==> src/design/sfg_defines.vh <==
// Opcodes, status and security bit positions for the serial flash guard
`ifndef SFG_DEFINES_VH
`define SFG_DEFINES_VH

// Command opcodes
`define SFG_OP_WRITE_ALLOW 8'h06
`define SFG_OP_WRITE_FORBID 8'h04
`define SFG_OP_STATUS_WRITE 8'h01
`define SFG_OP_STATUS_READ 8'h05
`define SFG_OP_READ_ID 8'h9F
`define SFG_OP_READ 8'h03
`define SFG_OP_FAST_READ 8'h0B
`define SFG_OP_DUAL_READ 8'h3B
`define SFG_OP_SIG_READ 8'hAB
`define SFG_OP_MFR_READ 8'h90
`define SFG_OP_SECTOR_WIPE 8'h20
`define SFG_OP_BLOCK_WIPE_A 8'h52
`define SFG_OP_BLOCK_WIPE_B 8'hD8
`define SFG_OP_FULL_WIPE_A 8'h60
`define SFG_OP_FULL_WIPE_B 8'hC7
`define SFG_OP_PAGE_WRITE 8'h02
`define SFG_OP_SEC_READ 8'h2B
`define SFG_OP_SEC_WRITE 8'h2F
`define SFG_OP_OTP_ENTRY 8'hB1
`define SFG_OP_OTP_EXIT 8'hC1
`define SFG_OP_DEEP_DOWN 8'hB9

// Byte counts that close each write-type command
`define SFG_LEN_SINGLE 3'h1
`define SFG_LEN_STATUS 3'h2
`define SFG_LEN_ADDR 3'h4
`define SFG_LEN_PAGE_MIN 3'h5

// Status byte field positions
`define SFG_ST_BUSY 0
`define SFG_ST_LATCH 1
`define SFG_ST_GUARD_LO 2
`define SFG_ST_LOCK 7

// Security register bit positions
`define SFG_SEC_FACTORY 0
`define SFG_SEC_CUSTOMER 1

// Otp address split: identifier up to this, customer area up to the top
`define SFG_OTP_ID_TOP 6'h0F
`define SFG_OTP_TOP 6'h3F

// Reset values
`define SFG_RST_GUARD 4'h0
`define SFG_RST_LOCK 1'b0

`endif

==> src/design/sfg_area_decode.v <==
// Area guard field decoder: is a block inside the read-only area
module sfg_area_decode (
   input wire size_16mb,
   input wire [3:0] area_guard_bits,
   input wire [4:0] block_index,
   output wire block_guarded,
   output wire any_guarded
);
   reg [4:0] lo_blk; // First guarded block
   reg [4:0] hi_blk; // Last guarded block
   reg none; // Nothing guarded

   // Range table per size
   always @* begin
      lo_blk = 5'h00;
      hi_blk = 5'h1F;
      none = 1'b0;
      if (!size_16mb) begin
         hi_blk = 5'h0F;
         case (area_guard_bits[2:0])
            3'h0: none = 1'b1;
            3'h1: lo_blk = 5'h0F;
            3'h2: lo_blk = 5'h0E;
            3'h3: lo_blk = 5'h0C;
            3'h4: lo_blk = 5'h08;
            default: lo_blk = 5'h00;
         endcase
      end else begin
         case (area_guard_bits)
            4'h0: none = 1'b1;
            4'h1: lo_blk = 5'h1F;
            4'h2: lo_blk = 5'h1E;
            4'h3: lo_blk = 5'h1C;
            4'h4: lo_blk = 5'h18;
            4'h5: lo_blk = 5'h10;
            4'hA: hi_blk = 5'h0F;
            4'hB: hi_blk = 5'h17;
            4'hC: hi_blk = 5'h1B;
            4'hD: hi_blk = 5'h1D;
            4'hE: hi_blk = 5'h1E;
            default: lo_blk = 5'h00; // Values 6 to 9 and 15: all
         endcase
      end
   end

   // Inclusive range compare
   assign block_guarded = !none && (block_index >= lo_blk) &&
      (block_index <= hi_blk);
   assign any_guarded = !none;
endmodule // sfg_area_decode

==> src/design/sfg_guard_core.v <==
// Serial flash command guard, otp lock and pause logic
// What this block does
// Power-up puts command machine in standby.
// Commands must end on a byte boundary.
// Data-changing commands need the write latch flag.
// Latch flag clears at reset and listed completions.
// Deep power-down accepts only wake or signature.
// Writes into guarded area are refused.
// 8Mb area guard field decode.
// 16Mb guard values 0 to 9 decode.
// 16Mb guard values 10 to 15 decode.
// Guard pin shields guard bits and lock.
// Security bit 0 shows factory lock.
// Otp entry, program, exit redirects accesses.
// Security write sets customer lock bit 1.
// Locked otp never changes again.
// Otp mode blocks main array access.
// Otp 00-0F identifier, 10-3F customer region.
// Pause never stops a running operation.
// Pause starts on pause low with clock low.
// Pause ends on pause high with clock low.
// Pause floats output, ignores input and clock.
// Chip select high in pause resets interface.
// Host resumes with pause high, select low.
// Write-type commands off byte boundary rejected.
// Unknown command waits in standby, output floating.
// Array access ignored while operation runs.
// Locked status refused while guard pin low.
`include "sfg_defines.vh"

module sfg_guard_core (
   input wire mclk,
   input wire reset_n,
   input wire cs_n,
   input wire sclk,
   input wire si,
   input wire guard_n,
   input wire pause_n,
   input wire size_16mb,
   input wire factory_locked,
   input wire op_busy,
   output wire so_out,
   output wire so_oe,
   output wire write_latch_flag,
   output wire [3:0] area_guard_bits,
   output wire status_lock_bit,
   output wire otp_mode,
   output wire customer_lock,
   output wire deep_powerdown,
   output wire pause_active,
   output wire exec_valid,
   output wire [7:0] exec_opcode,
   output wire [23:0] exec_addr,
   output wire exec_otp,
   output wire exec_otp_region,
   output wire cmd_refused
);
   // Interface states
   localparam [1:0] ST_STANDBY = 2'b00; // Waiting for select fall
   localparam [1:0] ST_CMD = 2'b01; // Taking opcode and bytes
   localparam [1:0] ST_IGNORE = 2'b10; // Bad opcode, wait for select
   localparam [1:0] ST_OUT = 2'b11; // Shifting a register out

   reg [4:0] sync1_reg; // First stage, read only by second
   reg [4:0] sync2_reg; // Second stage, safe to use
   reg sclk_prev_reg; // Previous clock level
   reg cs_prev_reg; // Previous select level
   reg [1:0] state_reg; // Interface state
   reg [1:0] state_next;
   reg [2:0] bit_cnt_reg; // Bits within current byte
   reg [2:0] byte_cnt_reg; // Whole bytes, saturating
   reg [7:0] shift_reg; // Incoming byte
   reg [7:0] opcode_reg; // First byte of command
   reg [23:0] addr_reg; // Following bytes
   reg [7:0] out_reg; // Outgoing register byte
   reg so_reg; // Output data bit
   reg pause_reg; // Pause in force
   reg pause_next;
   reg wel_reg; // Write latch flag
   reg [3:0] guard_reg; // Area guard bits
   reg lock_reg; // Status lock bit
   reg otp_reg; // Otp mode
   reg cust_lock_reg; // Customer otp lock
   reg dpd_reg; // Deep power-down
   reg exec_reg; // Execute pulse
   reg [7:0] exec_op_reg;
   reg [23:0] exec_addr_reg;
   reg exec_otp_reg;
   reg exec_region_reg;
   reg refuse_reg; // Refusal pulse

   wire s_cs = sync2_reg[0];
   wire s_sclk = sync2_reg[1];
   wire s_si = sync2_reg[2];
   wire s_guard_n = sync2_reg[3];
   wire s_pause_n = sync2_reg[4];
   wire sclk_rise = s_sclk && !sclk_prev_reg;
   wire sclk_fall = !s_sclk && sclk_prev_reg;
   wire cs_rise = s_cs && !cs_prev_reg;
   wire cs_fall = !s_cs && cs_prev_reg;
   // Clock edges count only while selected and not paused
   wire shift_en = sclk_rise && !s_cs && !pause_reg;
   wire out_en = sclk_fall && !s_cs && !pause_reg;
   wire byte_done = shift_en && (bit_cnt_reg == 3'h7);
   wire [7:0] new_byte = {shift_reg[6:0], s_si};

   // Guarded block of the collected address
   wire [4:0] blk = size_16mb ? addr_reg[20:16] : {1'b0, addr_reg[19:16]};
   wire blk_guarded;
   wire any_guarded;

   sfg_area_decode u_decode (
      .size_16mb(size_16mb),
      .area_guard_bits(guard_reg),
      .block_index(blk),
      .block_guarded(blk_guarded),
      .any_guarded(any_guarded)
   );

   // Opcode is one the device knows
   function known_op;
      input [7:0] op;
      begin
         case (op)
            `SFG_OP_WRITE_ALLOW, `SFG_OP_WRITE_FORBID, `SFG_OP_STATUS_WRITE,
            `SFG_OP_STATUS_READ, `SFG_OP_READ_ID, `SFG_OP_READ,
            `SFG_OP_FAST_READ, `SFG_OP_DUAL_READ, `SFG_OP_SIG_READ,
            `SFG_OP_MFR_READ, `SFG_OP_SECTOR_WIPE, `SFG_OP_BLOCK_WIPE_A,
            `SFG_OP_BLOCK_WIPE_B, `SFG_OP_FULL_WIPE_A, `SFG_OP_FULL_WIPE_B,
            `SFG_OP_PAGE_WRITE, `SFG_OP_SEC_READ, `SFG_OP_SEC_WRITE,
            `SFG_OP_OTP_ENTRY, `SFG_OP_OTP_EXIT, `SFG_OP_DEEP_DOWN:
               known_op = 1'b1;
            default: known_op = 1'b0;
         endcase
      end
   endfunction

   // Pin synchronisers and edge history
   always @(posedge mclk) begin
      if (!reset_n) begin
         sync1_reg <= 5'h1F;
         sync2_reg <= 5'h1F;
         sclk_prev_reg <= 1'b1;
         cs_prev_reg <= 1'b1;
      end else begin
         sync1_reg <= {pause_n, guard_n, si, sclk, cs_n};
         sync2_reg <= sync1_reg;
         sclk_prev_reg <= s_sclk;
         cs_prev_reg <= s_cs;
      end
   end

   // Pause tracking; level form gives the deferral to a low clock
   always @* begin
      pause_next = pause_reg;
      if (s_cs) begin
         pause_next = 1'b0;
      end else if (!pause_reg && !s_pause_n && !s_sclk) begin
         pause_next = 1'b1;
      end else if (pause_reg && s_pause_n && !s_sclk) begin
         pause_next = 1'b0;
      end
   end

   // Interface state sequencing
   always @* begin
      state_next = state_reg;
      if (s_cs) begin
         state_next = ST_STANDBY;
      end else if (cs_fall) begin
         state_next = ST_CMD;
      end else if (state_reg == ST_CMD && byte_done &&
         byte_cnt_reg == 3'h0) begin
         if (!known_op(new_byte)) begin
            state_next = ST_IGNORE;
         end else if (dpd_reg && new_byte != `SFG_OP_SIG_READ) begin
            state_next = ST_IGNORE;
         end else if (new_byte == `SFG_OP_STATUS_READ ||
            new_byte == `SFG_OP_SEC_READ) begin
            state_next = ST_OUT;
         end
      end
   end

   // Serial shifting, byte counting, register output
   always @(posedge mclk) begin
      if (!reset_n) begin
         state_reg <= ST_STANDBY;
         pause_reg <= 1'b0;
         bit_cnt_reg <= 3'h0;
         byte_cnt_reg <= 3'h0;
         shift_reg <= 8'h00;
         opcode_reg <= 8'h00;
         addr_reg <= 24'h00_0000;
         out_reg <= 8'h00;
         so_reg <= 1'b0;
      end else begin
         state_reg <= state_next;
         pause_reg <= pause_next;
         if (s_cs || cs_fall) begin
            // Select edge or paused release clears the interface
            bit_cnt_reg <= 3'h0;
            byte_cnt_reg <= 3'h0;
         end else if (shift_en) begin
            bit_cnt_reg <= bit_cnt_reg + 3'h1;
            shift_reg <= new_byte;
            if (bit_cnt_reg == 3'h7) begin
               if (byte_cnt_reg != 3'h7) begin
                  byte_cnt_reg <= byte_cnt_reg + 3'h1;
               end
               if (byte_cnt_reg == 3'h0) begin
                  opcode_reg <= new_byte;
               end else if (byte_cnt_reg < `SFG_LEN_ADDR) begin
                  addr_reg <= {addr_reg[15:0], new_byte};
               end
            end
         end
         // Register image latched as the opcode completes
         if (byte_done && byte_cnt_reg == 3'h0) begin
            if (new_byte == `SFG_OP_SEC_READ) begin
               out_reg <= 8'h00;
               out_reg[`SFG_SEC_FACTORY] <= factory_locked;
               out_reg[`SFG_SEC_CUSTOMER] <= cust_lock_reg;
            end else begin
               out_reg <= {lock_reg, 1'b0, guard_reg, wel_reg, op_busy};
            end
         end else if (out_en && state_reg == ST_OUT) begin
            so_reg <= out_reg[7];
            out_reg <= {out_reg[6:0], out_reg[7]};
         end
      end
   end

   // Command checks at select rise
   reg do_exec; // Pass work to datapath
   reg do_refuse; // Write-type command refused
   reg do_otp; // Redirect to otp area
   always @* begin
      do_exec = 1'b0;
      do_refuse = 1'b0;
      do_otp = 1'b0;
      case (opcode_reg)
         `SFG_OP_PAGE_WRITE: begin
            if (byte_cnt_reg < `SFG_LEN_PAGE_MIN || !wel_reg || op_busy) begin
               do_refuse = 1'b1;
            end else if (otp_reg) begin
               // Locked otp or address past its top is refused
               if (factory_locked || cust_lock_reg ||
                  addr_reg[7:0] > {2'b00, `SFG_OTP_TOP}) begin
                  do_refuse = 1'b1;
               end else begin
                  do_exec = 1'b1;
                  do_otp = 1'b1;
               end
            end else if (blk_guarded) begin
               do_refuse = 1'b1;
            end else begin
               do_exec = 1'b1;
            end
         end
         `SFG_OP_SECTOR_WIPE, `SFG_OP_BLOCK_WIPE_A, `SFG_OP_BLOCK_WIPE_B:
         begin
            if (byte_cnt_reg != `SFG_LEN_ADDR || !wel_reg || op_busy ||
               otp_reg || blk_guarded) begin
               do_refuse = 1'b1;
            end else begin
               do_exec = 1'b1;
            end
         end
         `SFG_OP_FULL_WIPE_A, `SFG_OP_FULL_WIPE_B: begin
            if (byte_cnt_reg != `SFG_LEN_SINGLE || !wel_reg || op_busy ||
               otp_reg || any_guarded) begin
               do_refuse = 1'b1;
            end else begin
               do_exec = 1'b1;
            end
         end
         default: do_exec = 1'b0;
      endcase
   end

   // Commit point: select rises, not paused, while taking a command
   wire commit = cs_rise && !pause_reg && state_reg == ST_CMD;
   wire aligned = bit_cnt_reg == 3'h0 && byte_cnt_reg != 3'h0;
   wire one_byte = byte_cnt_reg == `SFG_LEN_SINGLE;
   // Status update blocked by pin guard with lock set
   wire status_shielded = !s_guard_n && lock_reg;

   // Protection state, latch flag and execute pulses
   always @(posedge mclk) begin
      if (!reset_n) begin
         wel_reg <= 1'b0;
         guard_reg <= `SFG_RST_GUARD;
         lock_reg <= `SFG_RST_LOCK;
         otp_reg <= 1'b0;
         cust_lock_reg <= 1'b0;
         dpd_reg <= 1'b0;
         exec_reg <= 1'b0;
         exec_op_reg <= 8'h00;
         exec_addr_reg <= 24'h00_0000;
         exec_otp_reg <= 1'b0;
         exec_region_reg <= 1'b0;
         refuse_reg <= 1'b0;
      end else begin
         exec_reg <= 1'b0;
         refuse_reg <= 1'b0;
         if (commit && !aligned) begin
            refuse_reg <= 1'b1;
         end else if (commit) begin
            case (opcode_reg)
               `SFG_OP_WRITE_ALLOW: begin
                  if (one_byte) wel_reg <= 1'b1;
               end
               `SFG_OP_WRITE_FORBID: begin
                  if (one_byte) wel_reg <= 1'b0;
               end
               `SFG_OP_STATUS_WRITE: begin
                  if (byte_cnt_reg != `SFG_LEN_STATUS || !wel_reg ||
                     op_busy || status_shielded) begin
                     refuse_reg <= 1'b1;
                  end else begin
                     guard_reg <= {addr_reg[5] & size_16mb, addr_reg[4:2]};
                     lock_reg <= addr_reg[`SFG_ST_LOCK];
                     wel_reg <= 1'b0;
                  end
               end
               `SFG_OP_DEEP_DOWN: begin
                  if (one_byte) dpd_reg <= 1'b1;
               end
               `SFG_OP_SIG_READ: dpd_reg <= 1'b0;
               `SFG_OP_OTP_ENTRY: begin
                  if (one_byte) otp_reg <= 1'b1;
               end
               `SFG_OP_OTP_EXIT: begin
                  if (one_byte) otp_reg <= 1'b0;
               end
               `SFG_OP_SEC_WRITE: begin
                  // Only ever sets; nothing clears it but power-up
                  if (one_byte) cust_lock_reg <= 1'b1;
               end
               default: begin
                  refuse_reg <= do_refuse;
                  exec_reg <= do_exec;
                  if (do_exec) begin
                     wel_reg <= 1'b0;
                     exec_op_reg <= opcode_reg;
                     exec_addr_reg <= addr_reg;
                     exec_otp_reg <= do_otp;
                     // Low otp addresses hold the identifier
                     exec_region_reg <= do_otp &&
                        (addr_reg[5:0] > `SFG_OTP_ID_TOP);
                  end
               end
            endcase
         end
      end
   end

   // Pause leaves op_busy and the datapath untouched; shifting stops, the output floats and nothing commits
   assign so_oe = state_reg == ST_OUT && !pause_reg && !s_cs;
   assign so_out = so_reg;
   assign write_latch_flag = wel_reg;
   assign area_guard_bits = guard_reg;
   assign status_lock_bit = lock_reg;
   assign otp_mode = otp_reg;
   assign customer_lock = cust_lock_reg;
   assign deep_powerdown = dpd_reg;
   assign pause_active = pause_reg;
   assign exec_valid = exec_reg;
   assign exec_opcode = exec_op_reg;
   assign exec_addr = exec_addr_reg;
   assign exec_otp = exec_otp_reg;
   assign exec_otp_region = exec_region_reg;
   assign cmd_refused = refuse_reg;
endmodule // sfg_guard_core

==> config.mk <==
export PLATFORM = sky130hd
export DESIGN_NAME = sfg_guard_core
export DESIGN_NICKNAME = d
export VERILOG_FILES = /design/src/design/sfg_area_decode.v /design/src/design/sfg_guard_core.v
export VERILOG_INCLUDE_DIRS = /design/src /design/src/design
export SDC_FILE = /design/constraint.sdc
export NUM_CORES = 1
export LEC_CHECK = 0
export ABC_CLOCK_PERIOD_IN_PS = 3110
export BUFFER_PORTS_ARGS = -buffer_cell sky130_fd_sc_hd__buf_2
export CAP_MARGIN = 20
export CORE_MARGIN = 2
export CORE_UTILIZATION = 55
export DETAILED_ROUTE_END_ITERATION = 10
export HOLD_SLACK_MARGIN = 0.05
export PLACE_DENSITY = 0.75
export SLEW_MARGIN = 20
export SYNTH_ARGS = -nofsm -noshare
export SYNTH_HDL_FRONTEND = slang
export SYNTH_SLANG_ARGS = --single-unit
==> constraint.sdc <==
create_clock -name mclk -period 3.11 [get_ports mclk]
set_clock_uncertainty 0.05 [all_clocks]
set_input_delay 0.1555 -clock mclk [delete_from_list [all_inputs] [get_ports mclk]]
set_output_delay 0.1555 -clock mclk [all_outputs]
set_load 0.005 [all_outputs]
## Yosys cells after proc, flatten, opt, wreduce, memory -nomap -nowiden

Index checks and enable logic that the tools add are counted.

- Flip-flop bits (word level): 114
- Bits of input ports: 10
- Output and inout port bits: 48

- Add/subtract/negate cells: 2
- $lt $le $gt $ge: 6
- Equality and inequality tests: 66
- Multiplexer cells: 51
- Bitwise gates (word level): 10
- Reductions and logical operators: 89

Operators by type and width:

| operator | number |
|---|---|
| == test 8 bit, second input constant | 14 |
| case mux 5 bit (5 select lines) | 2 |
| == test 8 x 6 -> 1 bit, second input constant | 6 |
| == test 8 x 3 -> 1 bit, second input constant | 5 |
| two-way mux 1 bit | 33 |
| == test 8 x 7 -> 1 bit, second input constant | 4 |
| logical AND 1 bit | 28 |
| == test 8 x 2 -> 1 bit, second input constant | 3 |
| two-way mux 8 bit | 3 |
| OR reduction 21 bit | 1 |
| == test 4 bit, second input constant | 5 |
| AND reduction 4 bit | 5 |
| logical OR 1 bit | 17 |
| == test 8 x 1 -> 1 bit, second input constant | 2 |
| case mux 4 bit (4 select lines) | 1 |
| two-way mux 5 bit | 3 |
| != test 2 bit, second input constant | 6 |
| OR reduction 11 bit | 1 |
| logical NOT 1 bit | 10 |
| AND reduction 5 bit | 2 |
| nonzero test 2 bit | 5 |
| logical NOT 3 bit | 3 |
| NOT 1 bit | 9 |
| == test 4 x 2 -> 1 bit, second input constant | 2 |
| other kinds (35) | 54 |

## Logic depth before layout (Yosys ltp)

Gate-level depths: netlist (run 1).

- Depth in word-level cells: 13
- Depth in mapped cells: 12
- Depth with buffers taken out: 10

## Modules after synthesis

A second synthesis (run 1) with hierarchy kept.

- Cell total of the unflattened synthesis: 660
- Area total of the unflattened synthesis: 5484.0 sq um

Modules (own cells, without submodules):

| module | instances | cells an instance | area each (sq um) | sequential area each (sq um) |
|---|---|---|---|---|
| sfg_guard_core | 1 | 612 | 5138.7 | 2282.2 |
| sfg_area_decode | 1 | 48 | 345.3 | 0.0 |

## Worst setup path before layout (run 1)

No wires, ideal clock.

- Path kind: register to register
- Start point: register guard_reg[1] (netlist: area_guard_bits[1])
- End point: register exec_addr_reg[10] (netlist: exec_addr[10])
- Arrival time: 2.444 ns
- Data required time: 2.940 ns
- Setup slack: 0.497 ns
- Stages on the path, launching flop included: 12
- Period minus slack after synthesis: 2.613 ns
- Cells stage by stage: dfxtp_1 clkbuf_1 nand3b_1 nor2_1 ha_1 a211oi_1 nor2_1 o32a_1 nor4_4 nor2_8 buf_6 mux2i_1

- Word-level cells in the longest chain between the ends: 11
- Elaborated cells between the ends (all ways): 38
- Classes of those cells: order compare: 2; eq/ne: 14; mux: 14; reduce/logical: 8

RTL lines:

| item | line | source |
|---|---|---|
| start: declaration | sfg_guard_core.v:80 | `reg [3:0] guard_reg;` |
| start signal: assignment | sfg_guard_core.v:293 | `` guard_reg <= `SFG_RST_GUARD; `` |
| start signal: assignment | sfg_guard_core.v:322 | `guard_reg <= {addr_reg[5] & size_16mb, addr_reg[4:2]};` |
| == test 4 x 3 -> 1 bit, or another cell as far along | sfg_area_decode.v:29 | `case (area_guard_bits)` |
| case mux 5 bit (5 select lines), or another cell as far along | sfg_area_decode.v:29 |  |
| two-way mux 5 bit or two-way mux 1 bit (tied branches) | sfg_area_decode.v:18 | `if (!size_16mb) begin` |
| greater-or-equal comparator 5 bit or logical NOT 1 bit (tied branches) | sfg_area_decode.v:47, sfg_area_decode.v:49 |  |
| logical AND 1 bit (2 in series) | sfg_area_decode.v:47 | `assign block_guarded = !none && (block_index >= lo_blk) &&` |
| two-way mux 1 bit | sfg_guard_core.v:255 | `end else if (blk_guarded) begin` |
| two-way mux 1 bit | sfg_guard_core.v:246 | `end else if (otp_reg) begin` |
| two-way mux 1 bit | sfg_guard_core.v:244 | `` if (byte_cnt_reg < `SFG_LEN_PAGE_MIN \|\| !wel_reg \|\| op_busy) begin `` |
| case mux 1 bit (3 select lines) * | sfg_guard_core.v:242 | `case (opcode_reg)` |
| AND reduction 4 bit (no line) * | - |  |
| end signal: assignment | sfg_guard_core.v:347 | `exec_addr_reg <= addr_reg;` |
| end: declaration | sfg_guard_core.v:87 | `reg [23:0] exec_addr_reg;` |

Mark *: on every way between the ends. The rest lies on a longest branch, timed or not.
A chain may end at the register's enable or synchronous reset.

## Final worst setup path (run 1)

- Start point: register guard_reg[3] (netlist: area_guard_bits[3])
- End point: register exec_addr_reg[8] (netlist: exec_addr[8])

- Word-level cells in the longest chain between the ends: 11
- Elaborated cells between the ends (all ways): 31
- Classes of those cells: order compare: 2; eq/ne: 10; mux: 12; reduce/logical: 7

RTL lines:

| item | line |
|---|---|
| == test 4 x 3 -> 1 bit, or another cell as far along | sfg_area_decode.v:29 |
| case mux 5 bit (5 select lines) or two-way mux 1 bit (tied branches) | sfg_area_decode.v:29 |
| two-way mux 5 bit or two-way mux 1 bit (tied branches) | sfg_area_decode.v:18 |
| greater-or-equal comparator 5 bit or logical NOT 1 bit (tied branches) | sfg_area_decode.v:47, sfg_area_decode.v:49 |
| logical AND 1 bit (2 in series) | sfg_area_decode.v:47 |
| two-way mux 1 bit | sfg_guard_core.v:255 |
| two-way mux 1 bit | sfg_guard_core.v:246 |
| two-way mux 1 bit | sfg_guard_core.v:244 |
| case mux 1 bit (3 select lines) * | sfg_guard_core.v:242 |
| AND reduction 4 bit (no line) * | - |

Marked as above.

==> results.txt, run 1 <==
Setup crit end kind - flip-flop
Initial DRC Count - 267
clock sink count - 114
total gr overflow - 0
Reg area - 2280 µm²
average routed wire per standard cell - 15.8 µm
largest net degree at the start of global routing - 56
Max Fclk - 359 MHz
number of buffers created by CTS - 17
clk slew on worst S/H paths - 60 ps
Final ANT Viol Nets - 0
routed vias/inst - 5.63
DP HPWL - 8.78 mm
status - completed
Crit Path Max Fanout - 33
Worst EP required - 3490 ps
Mapped Cells - 655
Critical Path Most Common Cell - a21oi_1
cell count of the worst hold path - 3
initial antenna violation count - 0
most frequent cells in the layout - nand2_1 (143), dfxtp_1 (114), nor2_1 (64)
max incr delay on CP - 580 ps
Setup CP Type - flip-flop to flip-flop
Layout fillers - 806
VDD IR-drop max - 0.000385 V
post-synthesis sequential area ratio - 41.0%
Initial DRT Pass Iterations - 5
io pins - 58
Setup Viol. Count Final - 0
Cell Area, Synth - 5570 µm²
R2R depth - 9
routability cong. - 0.932
Critical path buffers and inverters - 0
Worst EP arrival - 3160 ps
Hold Path Origin - reset_n
Top delay family on crit path - simple AND/OR/NAND/NOR gates
Hold Vio Cnt, Final - 0
Yosys reg bits - 114
worst skew pair latency - 510 ps
H-Tree Depth - 4
DRC - 0
multi-input logic area - 3020 µm²
most common cell after layout, fill and taps aside - nand2_1
final wirelength - 13.3 mm
RSZ-0062 raised after global routing - false
synthesized area per cell - 8.51 µm²
layout cells sized above 1 - 16.3%
MaxCap Viol Count - 0
CTS max path bufs - 2
overall power - 0.00353 W
Final Cycle Share - 89.5%
flop2flop setup slack - 330 ps
Worst Hold Path EP - sync2_reg[2]
root buffer cell - clkbuf_8
P_leak - 2.58 nW
die area - 11000 µm²
Synth Flop Type - dfxtp_1
Final #Nets - 725
number of synthesized flops with an enable pin - 0
WHS - 72.4 ps
Yosys cell types - 68
die width - 105 µm
crit-path cells - a21oi_1, and3b_1, ha_1, nor3b_1, o21ai_0, a21oi_1, nor4_4, nor2_8, mux2i_1
Area Overhead vs Synth - 17.2%
Worst Max-Slew Pin Slew - 877 ps
routed vias - 4742
Ys Warns - 0
core area - 9820 µm²
Power Density - 541 nW/µm²
Initial Util - 56.8%
setup_tns - 0 ps
Worst setup SP type - flip-flop
Reg2Reg Launch Point - area_guard_bits[3]
minimum clock period - 2780 ps
GR Util All Layers - 24.3%
row count - 36
diode count - 0
Hold Path Class - input pin to flip-flop
Cell Count Post-Placement - 805
slowest library cell on the worst path - nor2_8
vias in the first global route - 4458
Die H - 105 µm
global-route wire length before repair - 21.6 mm
port bufs - 57
share of flip-flops with an asynchronous set or reset - 0%
Final Non-Filler Cells - 843
CTS tree - built
Reg-to-Reg End - exec_addr[8]
utilization after layout - 66.5%
Slew Viols, Final - 0
post-synthesis net count - 683
Rel. slew slack - 41.5%
per-layer routing:
layer	vias up	global-route usage, %	part of all wire [%]
met5	-	0	0
met4	0	9.62	1.5
met3	18	5.05	5.0
met2	151	40.1	48
met1	2236	31.3	45
li1	2337	-	-
where the power goes:
part           total [W]  internal, W  switching [W]  leakage, nW
clock network    0.00200      0.00125       0.000757        0.297
registers        0.00147      0.00147     0.00000580        0.921
logic          0.0000546    0.0000188      0.0000358         1.36
synth_stat cells (all sizes together) (8+ instances only):
| master | n | area (µm²) |
|---|---|---|
| a21oi | 42 | 210 |
| ha | 18 | 225 |
| inv | 12 | 45.0 |
| nand2 | 143 | 537 |
| buf | 15 | 100 |
| mux2i | 52 | 521 |
| clkbuf | 33 | 124 |
| nor2 | 65 | 260 |
| o21ai | 17 | 85.1 |
| nor4b | 8 | 85.1 |
| nor2b | 8 | 50.1 |
| nand2b | 20 | 125 |
| dfxtp | 114 | 2280 |
worst max path at each step:
stage | startpoint | to | slack (ps) | cells after the start
2_1_floorplan | area_guard_bits[1] | exec_addr[10] | 500 | 11
3_3_place_gp | area_guard_bits[1] | exec_addr[17] | 420 | 9
3_5_place_dp | area_guard_bits[1] | exec_addr[20] | 340 | 9
4_1_cts | area_guard_bits[1] | exec_addr[8] | 320 | 9
5_1_grt | area_guard_bits[3] | exec_addr[8] | 60 | 9
6_report | area_guard_bits[3] | exec_addr[8] | 330 | 9
cell families (layout without fill, tap and decap cells):
logic type                 Yosys count  after routing  share of synthesized area (%)
AOI/OAI and AO/OA                   95             95                           11.3
xor gates and xnor gates             6              6                          0.943
adders and majority gates           18             18                           4.04
buffers and inverters               60            115                           4.83
DFF                                114            114                           41.0
muxes                               55             55                           9.95
and+or+nand+nor                    307            307                           28.0
tightest hold or removal path, cell delays in order:
cell      delay (ps)
buf_2            120
buf_4            220
nand2b_1          90
metrics by stage:
stage | area, µm² | setup slack [ps]
2_1_floorplan | 5570 | 497
3_3_place_gp | 5860 | 421
3_5_place_dp | 5860 | 338
4_1_cts | 6530 | 321
5_1_grt | 6530 | 59.1
6_report | 6530 | 327
layout make-up:
type / count / area share [%]
Inverter: 12 / 0.690
Clock inverter: 15 / 3.01
Sequential cell: 114 / 34.9
Clock buffer: 17 / 6.34
Timing Repair Buffer: 71 / 6.21
Tap cell: 133 / 2.55
Multi-Input combinational cell: 481 / 46.3
repair_timing:
item                                   4_1_cts  5_1_grt
hold buffers                                 6        0
endpoints found under the hold margin        6        0
setup endpoints to repair                    0        0
setup buffers                                0        0
gates resized for setup                      0        0
No activity file was read; power rests on OpenSTA's default activity.
==> run 2: changes to the inputs <==
--- a/config.mk
+++ b/config.mk
@@ -14,6 +14,7 @@
 export DETAILED_ROUTE_END_ITERATION = 10
 export HOLD_SLACK_MARGIN = 0.05
 export PLACE_DENSITY = 0.75
+export RECOVER_POWER = 50
 export SLEW_MARGIN = 20
 export SYNTH_ARGS = -nofsm -noshare
 export SYNTH_HDL_FRONTEND = slang
==> run 2 against run 1 <==
  * Clock power about the same
  * Final cell count unchanged
  * Critical path depth unchanged
  * First-iteration DRC count up 4.9%
  * Sequential cell count unchanged
  * Global-route usage unchanged
  * Non-clock buffer count unchanged
  * Fmax up 0.13%
  * Design area down 0.69%
  * Core utilization down 0.46 points
  * Largest cell class unchanged
  * Largest power group unchanged
==> results.txt, run 2 (synthesized netlist as in run 1, its figures left out) <==
status - completed
Final ANT Viol Nets - 0
minimum clock period - 2780 ps
Worst EP arrival - 3090 ps
max incr delay on CP - 530 ps
total gr overflow - 0
Initial DRC Count - 280
R2R depth - 9
initial antenna violation count - 0
Hold Path Class - input pin to flip-flop
MaxCap Viol Count - 0
Top delay family on crit path - simple AND/OR/NAND/NOR gates
die width - 105 µm
multi-input logic area - 3010 µm²
root buffer cell - clkbuf_8
utilization after layout - 66.1%
Worst setup SP type - flip-flop
slowest library cell on the worst path - dfxtp_1
Slew Viols, Final - 0
Reg-to-Reg End - exec_addr[8]
H-Tree Depth - 4
flop2flop setup slack - 330 ps
DRC - 0
row count - 36
Hold Vio Cnt, Final - 0
Crit Path Max Fanout - 33
GR Util All Layers - 24.3%
Worst Setup EP - exec_addr[8]
Reg2Reg Launch Point - area_guard_bits[1]
Setup Viol. Count Final - 0
crit-path cells - nand3b_1, nor2_1, ha_1, a211oi_1, nor2_1, o32a_1, nor4_4, nor2_8, mux2i_1
diode count - 0
average routed wire per standard cell - 15.7 µm
clock sink count - 114
Area Overhead vs Synth - 16.4%
WHS - 69.0 ps
number of buffers created by CTS - 17
Setup CP Type - flip-flop to flip-flop
Critical Path Most Common Cell - nor2_1
DP HPWL - 8.78 mm
vias in the first global route - 4458
cell count of the worst hold path - 3
Final Cycle Share - 89.4%
Reg area - 2280 µm²
Power Density - 544 nW/µm²
worst skew pair latency - 510 ps
routed vias/inst - 5.60
Initial Util - 56.8%
crit path from - area_guard_bits[1]
CTS tree - built
most common cell after layout, fill and taps aside - nand2_1
io pins - 58
Critical path buffers and inverters - 0
routed vias - 4719
die area - 11000 µm²
RSZ-0062 raised after global routing - false
Setup crit end kind - flip-flop
final wirelength - 13.3 mm
Worst Max-Slew Pin Slew - 1070 ps
Max Fclk - 360 MHz
routability cong. - 0.932
Rel. slew slack - 28.9%
VDD IR-drop max - 0.000386 V
Initial DRT Pass Iterations - 4
clk slew on worst S/H paths - 60 ps
port bufs - 57
layout cells sized above 1 - 13.1%
P_leak - 2.42 nW
most frequent cells in the layout - nand2_1 (143), dfxtp_1 (114), nor2_1 (64)
Levels on crit path - 9
global-route wire length before repair - 21.6 mm
Worst EP required - 3420 ps
Die H - 105 µm
CTS max path bufs - 2
setup_tns - 0 ps
largest net degree at the start of global routing - 56
Final #Nets - 725
Layout fillers - 819
overall power - 0.00353 W
core area - 9820 µm²
-- run 2: cell count changes in the layout (fill, tap and decap cells not counted) --
cell,delta
nand4b_1,+1
clkbuf_1,+21
or2_0,+1
buf_4,-1
buf_2,-21
or2_1,-1
nand4b_4,-1
buf_1,+1
-- run 2: worst min-delay path by stage --
stage,start,endpoint
global route,reset_n,sync1_reg[1]
detailed placement,pause_n,sync1_reg[4]
CTS,reset_n,sync2_reg[4]
finish,reset_n,sync2_reg[4]
global placement,pause_n,sync1_reg[4]
floorplan,cs_n,sync1_reg[0]
-- run 2: worst register-to-register path: cells and delay by family, from the launching register on --
| family | cells | cell delay [ps] |
|---|---|---|
| and+or+nand+nor | 5 | 990 |
| AOI/OAI and AO/OA | 2 | 590 |
| DFF | 1 | 530 |
| adders and majority gates | 1 | 280 |
| muxes | 1 | 190 |
-- run 2: per-layer routing --
| metal | wire length [µm] | track usage [%] |
|---|---|---|
| met3 | 714 | 5.05 |
| met4 | 211 | 9.62 |
| met2 | 6410 | 40.1 |
| met5 | 0 | 0 |
| met1 | 5930 | 31.3 |
-- run 2: cell type report --
class                      count  area share (%)
clock buffer                  17            6.39
clock inverter                15            3.03
inverter                      12           0.694
multi-input combinational    481            46.4
sequential                   114            35.2
tap                          133            2.57
timing repair buffer          71            5.79
-- run 2: power breakdown --
part / switching (W) / total [W] / internal, W
Sequential: 0.00000572 / 0.00147 / 0.00147
Combinational: 0.0000357 / 0.0000545 / 0.0000188
Clock: 0.000757 / 0.00200 / 0.00125
Total: 0.000799 / 0.00353 / 0.00273
-- run 2: timing repair --
action,in CTS,in global routing
gates resized for setup,0,0
buffers inserted,0,0
endpoints found under the hold margin,6,0
hold buffers,6,0
-- run 2: stage by stage --
| stage | setup WS [ps] | cell area (µm²) | std cells |
|---|---|---|---|
| floorplan | 497 | 5570 | 655 |
| global placement | 421 | 5860 | 805 |
| detailed placement | 338 | 5860 | 805 |
| CTS | 321 | 6530 | 843 |
| global route | 59.1 | 6490 | 843 |
| finish | 331 | 6490 | 843 |
==> run 3: changes to the inputs <==
--- a/config.mk
+++ b/config.mk
@@ -10,10 +10,10 @@
 export BUFFER_PORTS_ARGS = -buffer_cell sky130_fd_sc_hd__buf_2
 export CAP_MARGIN = 20
 export CORE_MARGIN = 2
-export CORE_UTILIZATION = 55
+export CORE_UTILIZATION = 48
 export DETAILED_ROUTE_END_ITERATION = 10
 export HOLD_SLACK_MARGIN = 0.05
-export PLACE_DENSITY = 0.75
+export PLACE_DENSITY = 0.67
 export RECOVER_POWER = 50
 export SLEW_MARGIN = 20
 export SYNTH_ARGS = -nofsm -noshare
==> run 3 against run 2 <==
  * Fmax about the same
  * Critical path depth unchanged
  * Worst setup slack got worse by 1.7 ps
  * Non-clock buffer count increased by 1
==> results.txt, run 3 (synthesized netlist as in run 1, its figures left out) <==
Setup Viol. Count Final - 0
largest net degree at the start of global routing - 56
most frequent cells in the layout - nand2_1 (143), dfxtp_1 (114), nor2_1 (64)
Hold Vio Cnt, Final - 0
final wirelength - 13.0 mm
total gr overflow - 0
# hold bufs at CTS - 6
Hold Path Origin - size_16mb
setup_tns - 0 ps
Reg-to-Reg End - exec_addr[23]
die area - 12500 µm²
Power Density - 555 nW/µm²
CTS max path bufs - 2
overall power - 0.00363 W
Hold Path Class - input pin to flip-flop
Worst EP arrival - 3070 ps
DRC - 0
core area - 11400 µm²
port bufs - 57
clk slew on worst S/H paths - 50 ps
post-CTS resize count - 0
diode count - 0
Setup crit end kind - flip-flop
number of buffers created by CTS - 17
WHS - 134 ps
Setup CP Type - flip-flop to flip-flop
Initial Util - 49.0%
status - completed
vias in the first global route - 4412
post-place instance area - 5880 µm²
VDD IR-drop max - 0.000386 V
global-route wire length before repair - 21.7 mm
Worst Max-Slew Pin Slew - 1140 ps
Crit Path Max Fanout - 33
Area Overhead vs Synth - 17.3%
average routed wire per standard cell - 15.3 µm
layout cells sized above 1 - 13.1%
io pins - 58
Reg2Reg Launch Point - area_guard_bits[3]
Initial DRC Count - 436
routed vias/inst - 5.47
Post-CTS Setup Bufs - 0
minimum clock period - 2780 ps
routability cong. - 0.874
Slew Viols, Final - 0
Final ANT Viol Nets - 0
flop2flop setup slack - 330 ps
most common cell after layout, fill and taps aside - nand2_1
MaxCap Viol Count - 0
die width - 112 µm
Worst Hold Path EP - area_guard_bits[3]
crit path from - area_guard_bits[3]
row count - 39
CTS tree - built
root buffer cell - clkbuf_16
routed vias - 4664
GR Util All Layers - 21.4%
Rel. slew slack - 24.1%
Layout fillers - 1013
initial antenna violation count - 0
Worst EP required - 3390 ps
fin area - 6540 µm²
Die H - 112 µm
clock sink count - 114
H-Tree Depth - 4
RSZ-0062 raised after global routing - false
P_leak - 2.44 nW
R2R depth - 9
worst skew pair latency - 420 ps
DP HPWL - 8.90 mm
Final Cycle Share - 89.4%
Initial DRT Pass Iterations - 7
Worst setup SP type - flip-flop
cell count of the worst hold path - 4
Final #Nets - 726
Max Fclk - 360 MHz
run 3: per-stage QoR:
step / setup slack, ps / util [%] / cells
after CTS: 309 / 57.9 / 853
after floorplan: 497 / - / 655
after detailed placement: 334 / 51.7 / 816
final: 329 / 57.5 / 853
after global placement: 386 / 51.7 / 816
after global routing: 35.7 / 57.5 / 853
run 3: area by class of cell:
class,count,area (µm²),share of cell area (%)
clock buffer,20,467,7.14
clock inverter,11,176,2.70
inverter,12,45.0,0.689
multi-input combinational,481,3010,46.0
sequential,114,2280,34.9
tap,143,179,2.74
timing repair buffer,72,379,5.80
run 3: critical path, stage by stage (launching register included):
cell	delay (ps)
dfxtp_1	480
a21oi_1	180
and3b_1	200
ha_1	270
nor3b_1	170
o21ai_0	110
a21oi_1	260
nor4_4	120
nor2_8	580
mux2i_1	270
run 3: how the worst max path moves through the flow:
| stage | end |
|---|---|
| final | exec_addr[23] |
| after global routing | exec_opcode[5] |
| after CTS | exec_addr[23] |
| after detailed placement | exec_addr[23] |
| after floorplan | exec_addr[10] |
| after global placement | exec_addr[22] |
run 3: layer usage:
layer	wire, µm	global-route usage (%)	vias to the layer above
li1	-	-	2329
met1	6190	27.9	2189
met2	5970	33.9	125
met3	643	5.55	21
met4	240	8.97	0
met5	0	0	-
run 3: power breakdown:
group          leakage [nW]  switching (W)  internal, W
Clock                 0.301       0.000696      0.00140
Sequential            0.921     0.00000569      0.00147
Combinational          1.22      0.0000368    0.0000181
